--- config.mk ---
export PLATFORM = sky130hd
export DESIGN_NAME = fpc_device_flat
export DESIGN_NICKNAME = d
export VERILOG_FILES = /design/src/hdl/fpc_pkg.sv /design/src/hdl/fpc_link_if.sv /design/src/hdl/fpc_device.sv /design/src/flat_wrapper.sv
export SDC_FILE = /design/constraint.sdc
export NUM_CORES = 2
export LEC_CHECK = 0
export ABC_AREA = 1
export BUFFER_PORTS_ARGS = -buffer_cell sky130_fd_sc_hd__buf_2
export CAP_MARGIN = 10
export CORE_MARGIN = 2
export CORE_UTILIZATION = 60
export CTS_CLUSTER_DIAMETER = 150
export CTS_CLUSTER_SIZE = 10
export DETAILED_ROUTE_END_ITERATION = 6
export GPL_ROUTABILITY_DRIVEN = 0
export PLACE_DENSITY = 0.75
export SKIP_LAST_GASP = 1
export SLEW_MARGIN = 20
export SYNTH_ARGS = -nofsm -noshare
export SYNTH_HDL_FRONTEND = slang
export SYNTH_SLANG_ARGS = --single-unit
--- constraint.sdc ---
create_clock -name core_clk -period 5.1 [get_ports core_clk]
set_input_delay 1.02 -clock core_clk [delete_from_list [all_inputs] [get_ports core_clk]]
set_output_delay 1.02 -clock core_clk [all_outputs]
set_load 0.1 [all_outputs]
--- src/hdl/fpc_pkg.sv ---
// Shared constants for the fuse/ROM command link and its two ends
package fpc_pkg;
	// ****************************************
	// Clock and timing
	// ****************************************
	localparam int unsigned CLK_PERIOD_NS = 4;
	localparam int unsigned BURN_SHORT_US = 250;
	localparam int unsigned BURN_LONG_MS = 262;
	localparam int unsigned BURN_SHORT_NS = BURN_SHORT_US * 1000;
	localparam int unsigned BURN_LONG_NS = BURN_LONG_MS * 1000000;
	localparam int unsigned PAUSE_CYC_DEF = 64;
	localparam int unsigned HASH_ROUNDS = 64;
	// ****************************************
	// Opcodes, modes, codes
	// ****************************************
	localparam logic [7:0] OPC_PAUSE = 8'h00;
	localparam logic [7:0] OPC_READ = 8'h02;
	localparam logic [7:0] OPC_BURN = 8'h10;
	localparam logic [7:0] OPC_GENP = 8'h20;
	localparam logic [7:0] MODE_ROM = 8'h00;
	localparam logic [7:0] MODE_FUSE = 8'h01;
	localparam logic [7:0] DECRYPT_OFF = 8'h00;
	localparam logic [7:0] DECRYPT_ON = 8'h01;
	localparam logic [15:0] BURN_SHORT_CODE = 16'h0000;
	localparam logic [7:0] RES_OK = 8'h00;
	localparam logic [7:0] RES_ERR = 8'h0f;
	localparam logic [63:0] MSG_LEN_BITS = 64'h0000_0000_0000_01bf;
	// ****************************************
	// Block sizes and fuse layout
	// ****************************************
	localparam int unsigned BLK_MAX = 20;
	localparam logic [5:0] LEN_READ = 6'h04;
	localparam logic [5:0] LEN_GENP = 6'h14;
	localparam logic [5:0] LEN_BURN = 6'h0f;
	localparam logic [5:0] LEN_PAUSE = 6'h04;
	localparam int unsigned HDR_BYTES = 4;
	localparam int unsigned FUSE_N = 88;
	localparam int unsigned LOCK_FUSE = 87;
	localparam int unsigned KEY_COUNT = 4;
	// ****************************************
	// Host register map (APB byte addresses)
	// ****************************************
	localparam logic [7:0] REG_CMD = 8'h00;
	localparam logic [7:0] REG_LEN = 8'h04;
	localparam logic [7:0] REG_DATA0 = 8'h08;
	localparam logic [7:0] REG_DATA3 = 8'h14;
	localparam logic [7:0] REG_GO = 8'h18;
	localparam logic [7:0] REG_STATUS = 8'h1c;
	localparam logic [7:0] REG_RESULT = 8'h20;
endpackage : fpc_pkg

--- src/hdl/fpc_link_if.sv ---
// Byte-level command link between host controller and device
interface fpc_link_if;
	logic [7:0] hostByte;
	logic hostValid;
	logic hostLast;
	logic txReq;
	logic [7:0] devByte;
	logic devValid;
	logic devLast;
	logic devBusy;
	modport dev (
		input hostByte, hostValid, hostLast, txReq,
		output devByte, devValid, devLast, devBusy
	);
	modport host (
		output hostByte, hostValid, hostLast, txReq,
		input devByte, devValid, devLast, devBusy
	);
endinterface : fpc_link_if

--- src/hdl/fpc_device.sv ---
// Device end: command execution for read, key derive, secure burn, pause
// Contract
// [RULE1] Read opcode 0x02 returns four bytes or error
// [RULE2] Mode 0 ROM needs addr bit1 zero; mode 1 fuses needs one
// [RULE3] Host sends only address bits zero and one
// [RULE4] Key derive opcode 0x20, zero param, 16-byte seed
// [RULE5] Hash key, 64 ones, 127 seed bits, pad, 447
// [RULE6] Digest valid set on completion, cleared by watchdog
// [RULE7] Key and digest never leave the device
// [RULE8] Key derive fails once lock fuse 87 burned
// [RULE9] Burn opcode 0x10, 11-byte map, one burns fuse
// [RULE10] First map bit received addresses fuse zero
// [RULE11] Decrypt one XORs map with 88 digest bits
// [RULE12] Host derives key right before encrypted burn
// [RULE13] Burn code 0x0000 short, 0xffff 262ms per fuse
// [RULE14] No check of burn count against watchdog
// [RULE15] Host splits long burns over repeated commands
// [RULE16] Burn refused with error if lock fuse burned
// [RULE17] Host burns lock fuse in final burn
// [RULE18] Secret fuses unreadable, status fuses readable
// [RULE19] Success of derive or burn returns zero byte
// [RULE20] Pause opcode 0x00, zero params, busy and deaf
// [RULE21] After pause, next transmit request gets zero
// [RULE22] Wrong block size skips execution with error
// [RULE23] Failed checks return one non-zero error byte
// [RULE24] Unknown burn codes use long burn time
//
// Implementation choices: the APB slave port and the address map.
module fpc_device
	import fpc_pkg::*;
#(
	parameter int unsigned BURN_SHORT_CYC = (BURN_SHORT_NS + CLK_PERIOD_NS - 1) / CLK_PERIOD_NS,
	parameter int unsigned BURN_LONG_CYC = (BURN_LONG_NS + CLK_PERIOD_NS - 1) / CLK_PERIOD_NS,
	parameter int unsigned PAUSE_CYC = PAUSE_CYC_DEF,
	// Arbitrary contents
	parameter logic [63:0] ROM_IMAGE = 64'h1357_9bdf_2468_ace0,
	// Arbitrary values for fuses 88..127
	parameter logic [39:0] FIXED_FUSES = 40'h5a_c3a5_0f1e,
	// Arbitrary personalization keys
	parameter logic [KEY_COUNT*256-1:0] PERS_KEYS = {(KEY_COUNT*8){32'h6b2d_e197}}
)(
	// Clock and reset
	input wire logic core_clk,
	input wire logic rst_n,
	// Link
	fpc_link_if.dev link,
	// User side
	input wire logic wdExpire,
	output logic digestValid,
	output logic [FUSE_N-1:0] fuseBurned
);
	// ****************************************
	// State
	// ****************************************
	typedef enum logic [2:0] {
		S_IDLE, S_EXEC, S_HASH, S_BURN, S_PAUSE, S_DONE, S_SEND
	} fpc_dst_t;

	typedef struct packed {
		fpc_dst_t st;
		logic [5:0] cnt;
		logic [BLK_MAX-1:0][7:0] blk;
		logic [FUSE_N-1:0] burned;
		logic dVal;
		logic [255:0] digest;
		logic [6:0] idx;
		logic [31:0] waitCnt;
		logic [FUSE_N-1:0] map;
		logic [31:0] burnCyc;
		logic [3:0][7:0] rsp;
		logic [2:0] rspLen;
		logic [2:0] sIdx;
		logic [7:0] outByte;
		logic outValid;
		logic outLast;
	} fpc_dev_t;

	localparam logic [31:0] SHORT_C = 32'(BURN_SHORT_CYC);
	localparam logic [31:0] LONG_C = 32'(BURN_LONG_CYC);
	localparam logic [31:0] PAUSE_C = 32'(PAUSE_CYC);
	localparam logic [6:0] HASH_LAST = 7'(HASH_ROUNDS - 1);
	localparam logic [6:0] FUSE_END = 7'(FUSE_N);
	localparam logic [255:0] HASH_IV = {8{32'h9e37_79b9}};

	fpc_dev_t r_reg;
	fpc_dev_t r_next;
	logic [7:0] opc;
	logic [7:0] p1;
	logic [15:0] p2;
	logic [255:0] key;
	logic [127:0] seed;
	logic [511:0] msg;
	logic [31:0] word;
	logic [31:0] rdWord;
	logic [FUSE_N-1:0] mapRaw;
	logic [FUSE_N-1:0] pad;
	logic lenOk;
	logic ok;

	// ****************************************
	// Next state
	// ****************************************
	always_comb begin
		r_next = r_reg;
		r_next.outValid = 1'b0;
		r_next.outLast = 1'b0;
		opc = r_reg.blk[0];
		p1 = r_reg.blk[1];
		p2 = {r_reg.blk[3], r_reg.blk[2]};
		key = PERS_KEYS[p2[1:0] * 256 +: 256];
		for (int i = 0; i < 16; i++) begin
			seed[127 - 8 * i -: 8] = r_reg.blk[HDR_BYTES + i];
		end
		msg = {key, {64{1'b1}}, seed[127:1], 1'b1, MSG_LEN_BITS}; // [RULE5] [RULE4]
		word = msg[(4'hf - r_reg.idx[3:0]) * 32 +: 32];
		for (int i = 0; i < FUSE_N; i++) begin
			mapRaw[i] = r_reg.blk[HDR_BYTES + i / 8][i % 8]; // [RULE10]
			pad[i] = r_reg.digest[255 - i];
		end
		unique case (p2[1:0])
			2'h0: rdWord = ROM_IMAGE[31:0];
			2'h1: rdWord = ROM_IMAGE[63:32];
			2'h2: rdWord = {FIXED_FUSES[7:0], ~r_reg.burned[FUSE_N-1:64]}; // [RULE18]
			2'h3: rdWord = FIXED_FUSES[39:8];
		endcase
		lenOk = 1'b0;
		ok = 1'b0;
		if (wdExpire) begin
			r_next.dVal = 1'b0; // [RULE6]
			if (r_reg.st != S_HASH) begin
				r_next.digest = '0; // [RULE6]
			end
		end
		unique case (r_reg.st)
			S_IDLE: begin
				if (link.hostValid) begin
					if (r_reg.cnt < 6'(BLK_MAX)) begin
						r_next.blk[r_reg.cnt[4:0]] = link.hostByte;
					end
					if (r_reg.cnt != 6'h3f) begin
						r_next.cnt = r_reg.cnt + 6'h01;
					end
					if (link.hostLast) begin
						r_next.st = S_EXEC;
					end
				end
			end
			S_EXEC: begin
				r_next.cnt = '0;
				r_next.rsp = '0;
				r_next.rspLen = 3'h1;
				r_next.idx = '0;
				r_next.st = S_DONE;
				unique case (opc)
					OPC_READ: begin
						lenOk = r_reg.cnt == LEN_READ; // [RULE22]
						ok = lenOk && p2[15:2] == '0 && // [RULE3]
							((p1 == MODE_ROM && !p2[1]) || (p1 == MODE_FUSE && p2[1])); // [RULE2]
						if (ok) begin
							r_next.rsp = rdWord; // [RULE1]
							r_next.rspLen = 3'h4;
						end
					end
					OPC_GENP: begin
						lenOk = r_reg.cnt == LEN_GENP; // [RULE22]
						ok = lenOk && p1 == 8'h00 && !r_reg.burned[LOCK_FUSE]; // [RULE8] [RULE4]
						if (ok) begin
							r_next.digest = HASH_IV;
							r_next.st = S_HASH;
						end
					end
					OPC_BURN: begin
						lenOk = r_reg.cnt == LEN_BURN; // [RULE22]
						ok = lenOk && !r_reg.burned[LOCK_FUSE] && // [RULE16]
							(p1 == DECRYPT_OFF || (p1 == DECRYPT_ON && r_reg.dVal));
						if (ok) begin
							r_next.map = (p1 == DECRYPT_ON) ? mapRaw ^ pad : mapRaw; // [RULE11]
							r_next.burnCyc = (p2 == BURN_SHORT_CODE) ? SHORT_C : LONG_C; // [RULE13] [RULE24]
							r_next.waitCnt = '0;
							r_next.st = S_BURN;
						end
					end
					OPC_PAUSE: begin
						lenOk = r_reg.cnt == LEN_PAUSE; // [RULE22]
						ok = lenOk && p1 == 8'h00 && p2 == 16'h0000;
						if (ok) begin
							r_next.waitCnt = PAUSE_C - 32'h1;
							r_next.st = S_PAUSE; // [RULE20]
						end
					end
					default: ok = 1'b0;
				endcase
				if (!ok) begin
					r_next.rsp[0] = RES_ERR; // [RULE23]
				end
			end
			S_HASH: begin
				r_next.digest = {r_reg.digest[223:0],
					r_reg.digest[255:224] ^ (r_reg.digest[31:0] + word)};
				r_next.idx = r_reg.idx + 7'h01;
				if (r_reg.idx == HASH_LAST) begin
					r_next.dVal = 1'b1; // [RULE6]
					r_next.rsp[0] = RES_OK; // [RULE19]
					r_next.st = S_DONE;
				end
			end
			S_BURN: begin
				// Burn count is never weighed against the watchdog [RULE14]
				if (r_reg.waitCnt != '0) begin
					r_next.waitCnt = r_reg.waitCnt - 32'h1;
				end else if (r_reg.idx == FUSE_END) begin
					r_next.rsp[0] = RES_OK; // [RULE19]
					r_next.st = S_DONE;
				end else begin
					if (r_reg.map[r_reg.idx]) begin
						r_next.burned[r_reg.idx] = 1'b1; // [RULE9]
						r_next.waitCnt = r_reg.burnCyc - 32'h1;
					end
					r_next.idx = r_reg.idx + 7'h01;
				end
			end
			S_PAUSE: begin
				r_next.waitCnt = r_reg.waitCnt - 32'h1;
				if (r_reg.waitCnt == '0) begin
					r_next.st = S_DONE;
				end
			end
			S_DONE: begin
				if (link.txReq) begin
					r_next.sIdx = '0;
					r_next.st = S_SEND; // [RULE21]
				end
			end
			S_SEND: begin
				r_next.outValid = 1'b1;
				r_next.outByte = r_reg.rsp[r_reg.sIdx[1:0]];
				r_next.sIdx = r_reg.sIdx + 3'h1;
				if (r_reg.sIdx == r_reg.rspLen - 3'h1) begin
					r_next.outLast = 1'b1;
					r_next.st = S_IDLE;
				end
			end
		endcase
	end

	// ****************************************
	// Registers
	// ****************************************
	always_ff @(posedge core_clk) begin
		if (!rst_n) begin
			r_reg <= '{st: S_IDLE, default: '0};
		end else begin
			r_reg <= r_next;
		end
	end

	// ****************************************
	// Outputs
	// ****************************************
	// Only result bytes reach the link; key and digest stay inside [RULE7]
	assign link.devByte = r_reg.outByte;
	assign link.devValid = r_reg.outValid;
	assign link.devLast = r_reg.outLast;
	assign link.devBusy = r_reg.st inside {S_EXEC, S_HASH, S_BURN, S_PAUSE}; // [RULE20]
	assign digestValid = r_reg.dVal;
	assign fuseBurned = r_reg.burned;
endmodule : fpc_device

--- src/flat_wrapper.sv ---
// flat-port wrapper written by rule: the top's interface ports become plain ports
module fpc_device_flat import fpc_pkg::*;
#(
	parameter int unsigned BURN_SHORT_CYC = (BURN_SHORT_NS + CLK_PERIOD_NS - 1) / CLK_PERIOD_NS,
	parameter int unsigned BURN_LONG_CYC = (BURN_LONG_NS + CLK_PERIOD_NS - 1) / CLK_PERIOD_NS,
	parameter int unsigned PAUSE_CYC = PAUSE_CYC_DEF,
	                     
	parameter logic [63:0] ROM_IMAGE = 64'h1357_9bdf_2468_ace0,
	                                     
	parameter logic [39:0] FIXED_FUSES = 40'h5a_c3a5_0f1e,
	                                 
	parameter logic [KEY_COUNT*256-1:0] PERS_KEYS = {(KEY_COUNT*8){32'h6b2d_e197}}
)
  (core_clk, rst_n, wdExpire, digestValid, fuseBurned, link_hostByte, link_hostValid, link_hostLast, link_txReq, link_devByte, link_devValid, link_devLast, link_devBusy);
  fpc_link_if link_i ();
  input wire logic core_clk;
  input wire logic rst_n;
  input wire logic wdExpire;
  output logic digestValid;
  output logic [FUSE_N-1:0] fuseBurned;
  input wire logic [$bits(link_i.hostByte)-1:0] link_hostByte;
  input wire logic [$bits(link_i.hostValid)-1:0] link_hostValid;
  input wire logic [$bits(link_i.hostLast)-1:0] link_hostLast;
  input wire logic [$bits(link_i.txReq)-1:0] link_txReq;
  output wire logic [$bits(link_i.devByte)-1:0] link_devByte;
  output wire logic [$bits(link_i.devValid)-1:0] link_devValid;
  output wire logic [$bits(link_i.devLast)-1:0] link_devLast;
  output wire logic [$bits(link_i.devBusy)-1:0] link_devBusy;
  assign link_i.hostByte = link_hostByte;
  assign link_i.hostValid = link_hostValid;
  assign link_i.hostLast = link_hostLast;
  assign link_i.txReq = link_txReq;
  assign link_devByte = link_i.devByte;
  assign link_devValid = link_i.devValid;
  assign link_devLast = link_i.devLast;
  assign link_devBusy = link_i.devBusy;
  fpc_device #(.BURN_SHORT_CYC(BURN_SHORT_CYC), .BURN_LONG_CYC(BURN_LONG_CYC), .PAUSE_CYC(PAUSE_CYC), .ROM_IMAGE(ROM_IMAGE), .FIXED_FUSES(FIXED_FUSES), .PERS_KEYS(PERS_KEYS)) u_core (.core_clk(core_clk), .rst_n(rst_n), .link(link_i), .wdExpire(wdExpire), .digestValid(digestValid), .fuseBurned(fuseBurned));
endmodule
==> results.yml <==
cts:
  hold_buffers: 0
  cts_setup_buffers: 0
  cts_buffers: 78
  cts_tree: "done"
  clkLatencyLatePin_ns: 0.63
  cts.clk_slew.worst_paths_ns: 0.06
  cts_buffer_depth: 3
  clockRootBuffer: "clkbuf_16"
  cts_resized: 0
  clock_sinks: 688
  ctsHtreeMaxLevel: 3
synthesis:
  yosysSeqAreaShare_pct: 40.41
  async_flop_share_pct: 0
  synth_area_um2: 34090
  synth_edf_count: 0
  yosysTopAreaCellShare_pct: 40.41
  syn_area_per_cell_um2: 7.001
  synth_area_leaders: "dfxtp_1 (40%), nand2_1 (8.2%), a21oi_1 (7.7%)"
  syn-num-nets: 4931
  synth_seq_cells: 688
  synth_most_common_cell: "nand2_1"
  synth-main-ff-cell: "dfxtp_1"
  ys_top_cells_by_count: "nand2_1 (744), dfxtp_1 (688), nor2_1 (658)"
  synth.distinct_cells: 51
  netlist_instances: 4869
  synth_warnings: 0
  synth_top_area_cell: "dfxtp_1"
critical_path:
  ff2ff_setup_slack_ns: 0.71
  cp-end-kind: "flip-flop"
  criticalPathCategory: "flip-flop to flip-flop"
  cp-start-kind: "flip-flop"
  required_ns: 5.63
  crit_fanout: 16
  cp_data_arrival_time_ns: 4.92
power:
  peakVddDrop_uv: 289.3
  leakagePower_uw: 0.01517
  powerDensity_nw_per_um2: 422.5
placement:
  place.port_buffers: 113
  dp_cells: 5383
  hpwl_um: 67210
route:
  drtAntennaViolNets: 0
  wirelength_um: 103300
  drtIter0Drc: 3448
  avgRoutedWirePerCell_um: 18.89
  dr.pass1.iters: 6
  vias_per_cell: 5.806
  drcViolationCount: 0
  routed-via-count: 31740
global_route:
  grt-ovfl-total: 0
  grt_max_degree: 166
  grt_pass1_wl_um: 161000
  grt_use_total_pct: 34.15
  grt_pass1_vias: 28840
  grt_antenna_before_repair: 2
die:
  core_um2: 56280
  fp-row-count: 87
  initial_core_util_pct: 60.57
  ios: 114
  fp.dieW_um: 242.4
  die_h_um: 242.4
  die_area_um2: 58740
timing:
  slew_viol_final: 0
  tightest_slew_ns: 1.117
  rsz0062_at_grt: "no"
  fmax_ghz: 0.2279
  fin_crit_sh_pct: 86.03
  setup_viol: 0
  setup_tns_ns: 0
  max_slew_margin_pct: 25.53
  hold_viol_final: 0
  min_period_ns: 4.388
  skew_ns: 0.03172
cells_and_area:
  nFillCells: 5211
  instances_no_fill: 5467
  final_util_pct: 64.03
  layout-drive-gt1-share_pct: 6.219
  final_nets: 4769
  diodes: 0
  syn_to_final_growth_pct: 5.715
run:
  max_cap_viol_count: 0
hold_path:
  hp-class: "flip-flop to flip-flop"
run_status:
  status: "finished, final reports clean"
==> layer usage <==
layer	part of all wire, %	up-vias	track usage, %
met5	0.089	-	0.9804
met4	5.3	4	15.98
met3	9.3	357	7.123
met2	44	1501	53.68
met1	41	14540	44.87
li1	-	15340	-
==> report_power, final <==
group          switching, µW  leakage, µW  total (µW)  internal [µW]
combinational           3130      0.00860        4390           1270
clock                   2140      0.00102        4940           2800
sequential               271      0.00555        5890           5620
total                   5530       0.0152       15200           9690
==> layout make-up <==
| type | count | area (µm²) | area share, % |
|---|---|---|---|
| Multi-Input combinational cell | 3132 | 15860 | 44.02 |
| Sequential cell | 688 | 13780 | 38.23 |
| Inverter | 661 | 2489 | 6.906 |
| Clock buffer | 82 | 2041 | 5.663 |
| Tap cell | 756 | 945.9 | 2.625 |
| Timing Repair Buffer | 146 | 875.8 | 2.430 |
| Clock inverter | 2 | 46.29 | 0.1285 |
==> cells in the final DEF (no fill, tap or decap), types with 35 or more instances in the layout <==
cell / count
a21oi_1: 523
buf_2: 111
clkbuf_16: 81
dfxtp_1: 686
ha_1: 47
inv_1: 644
nand2_1: 742
nand3_1: 256
nand4_1: 41
nor2_1: 656
nor3_1: 39
o21ai_0: 366
o221ai_1: 142
xnor2_1: 35
xor2_1: 100
==> kinds of logic after synthesis <==
group / Yosys count / synth area share [%]
AOI/OAI and AO/OA: 1139 / 18.96
xor gates and xnor gates: 135 / 3.469
adders and majority gates: 48 / 1.784
buffers and inverters: 1049 / 13.18
DFF: 688 / 40.41
and+or+nand+nor: 1810 / 22.20
==> final timing paths <==
check / end / cells past startpoint / from
worst max-delay path: u_core.r_reg[230] / 15 / u_core.r_reg[202]
worst min-delay path: u_core.fuseBurned[62] / 2 / u_core.fuseBurned[62]
worst max register to register: u_core.r_reg[230] / 15 / u_core.r_reg[202]
worst min register to register: u_core.fuseBurned[62] / 2 / u_core.fuseBurned[62]
==> critical path: stages (launching register included) <==
cell and delay, ns:
dfxtp_1 0.63, inv_2 0.26, nor2_2 0.51, inv_1 0.13, nor2_1 0.15, inv_1 0.36, o211ai_1 0.45, ha_1 0.32
a21oi_1 0.26, o21ai_0 0.16, a21oi_1 0.15, nand2_1 0.14, a21boi_0 0.37, or2_2 0.18, nand3_1 0.06, a21oi_1 0.14
==> stage by stage <==
step	setup WS (ns)	cell area (µm²)	hold WS, ns	power [µW]
detailed placement	0.9414	33940	0.4366	10280
global route	0.5045	36040	0.4604	15920
finish	0.7124	36040	0.4418	15230
floorplan	2.009	34090	0.4205	9614
CTS	0.9201	36030	0.4448	15140
global placement	1.003	33940	0.4327	10230
Note: power is estimated with default switching activity, not from simulation.
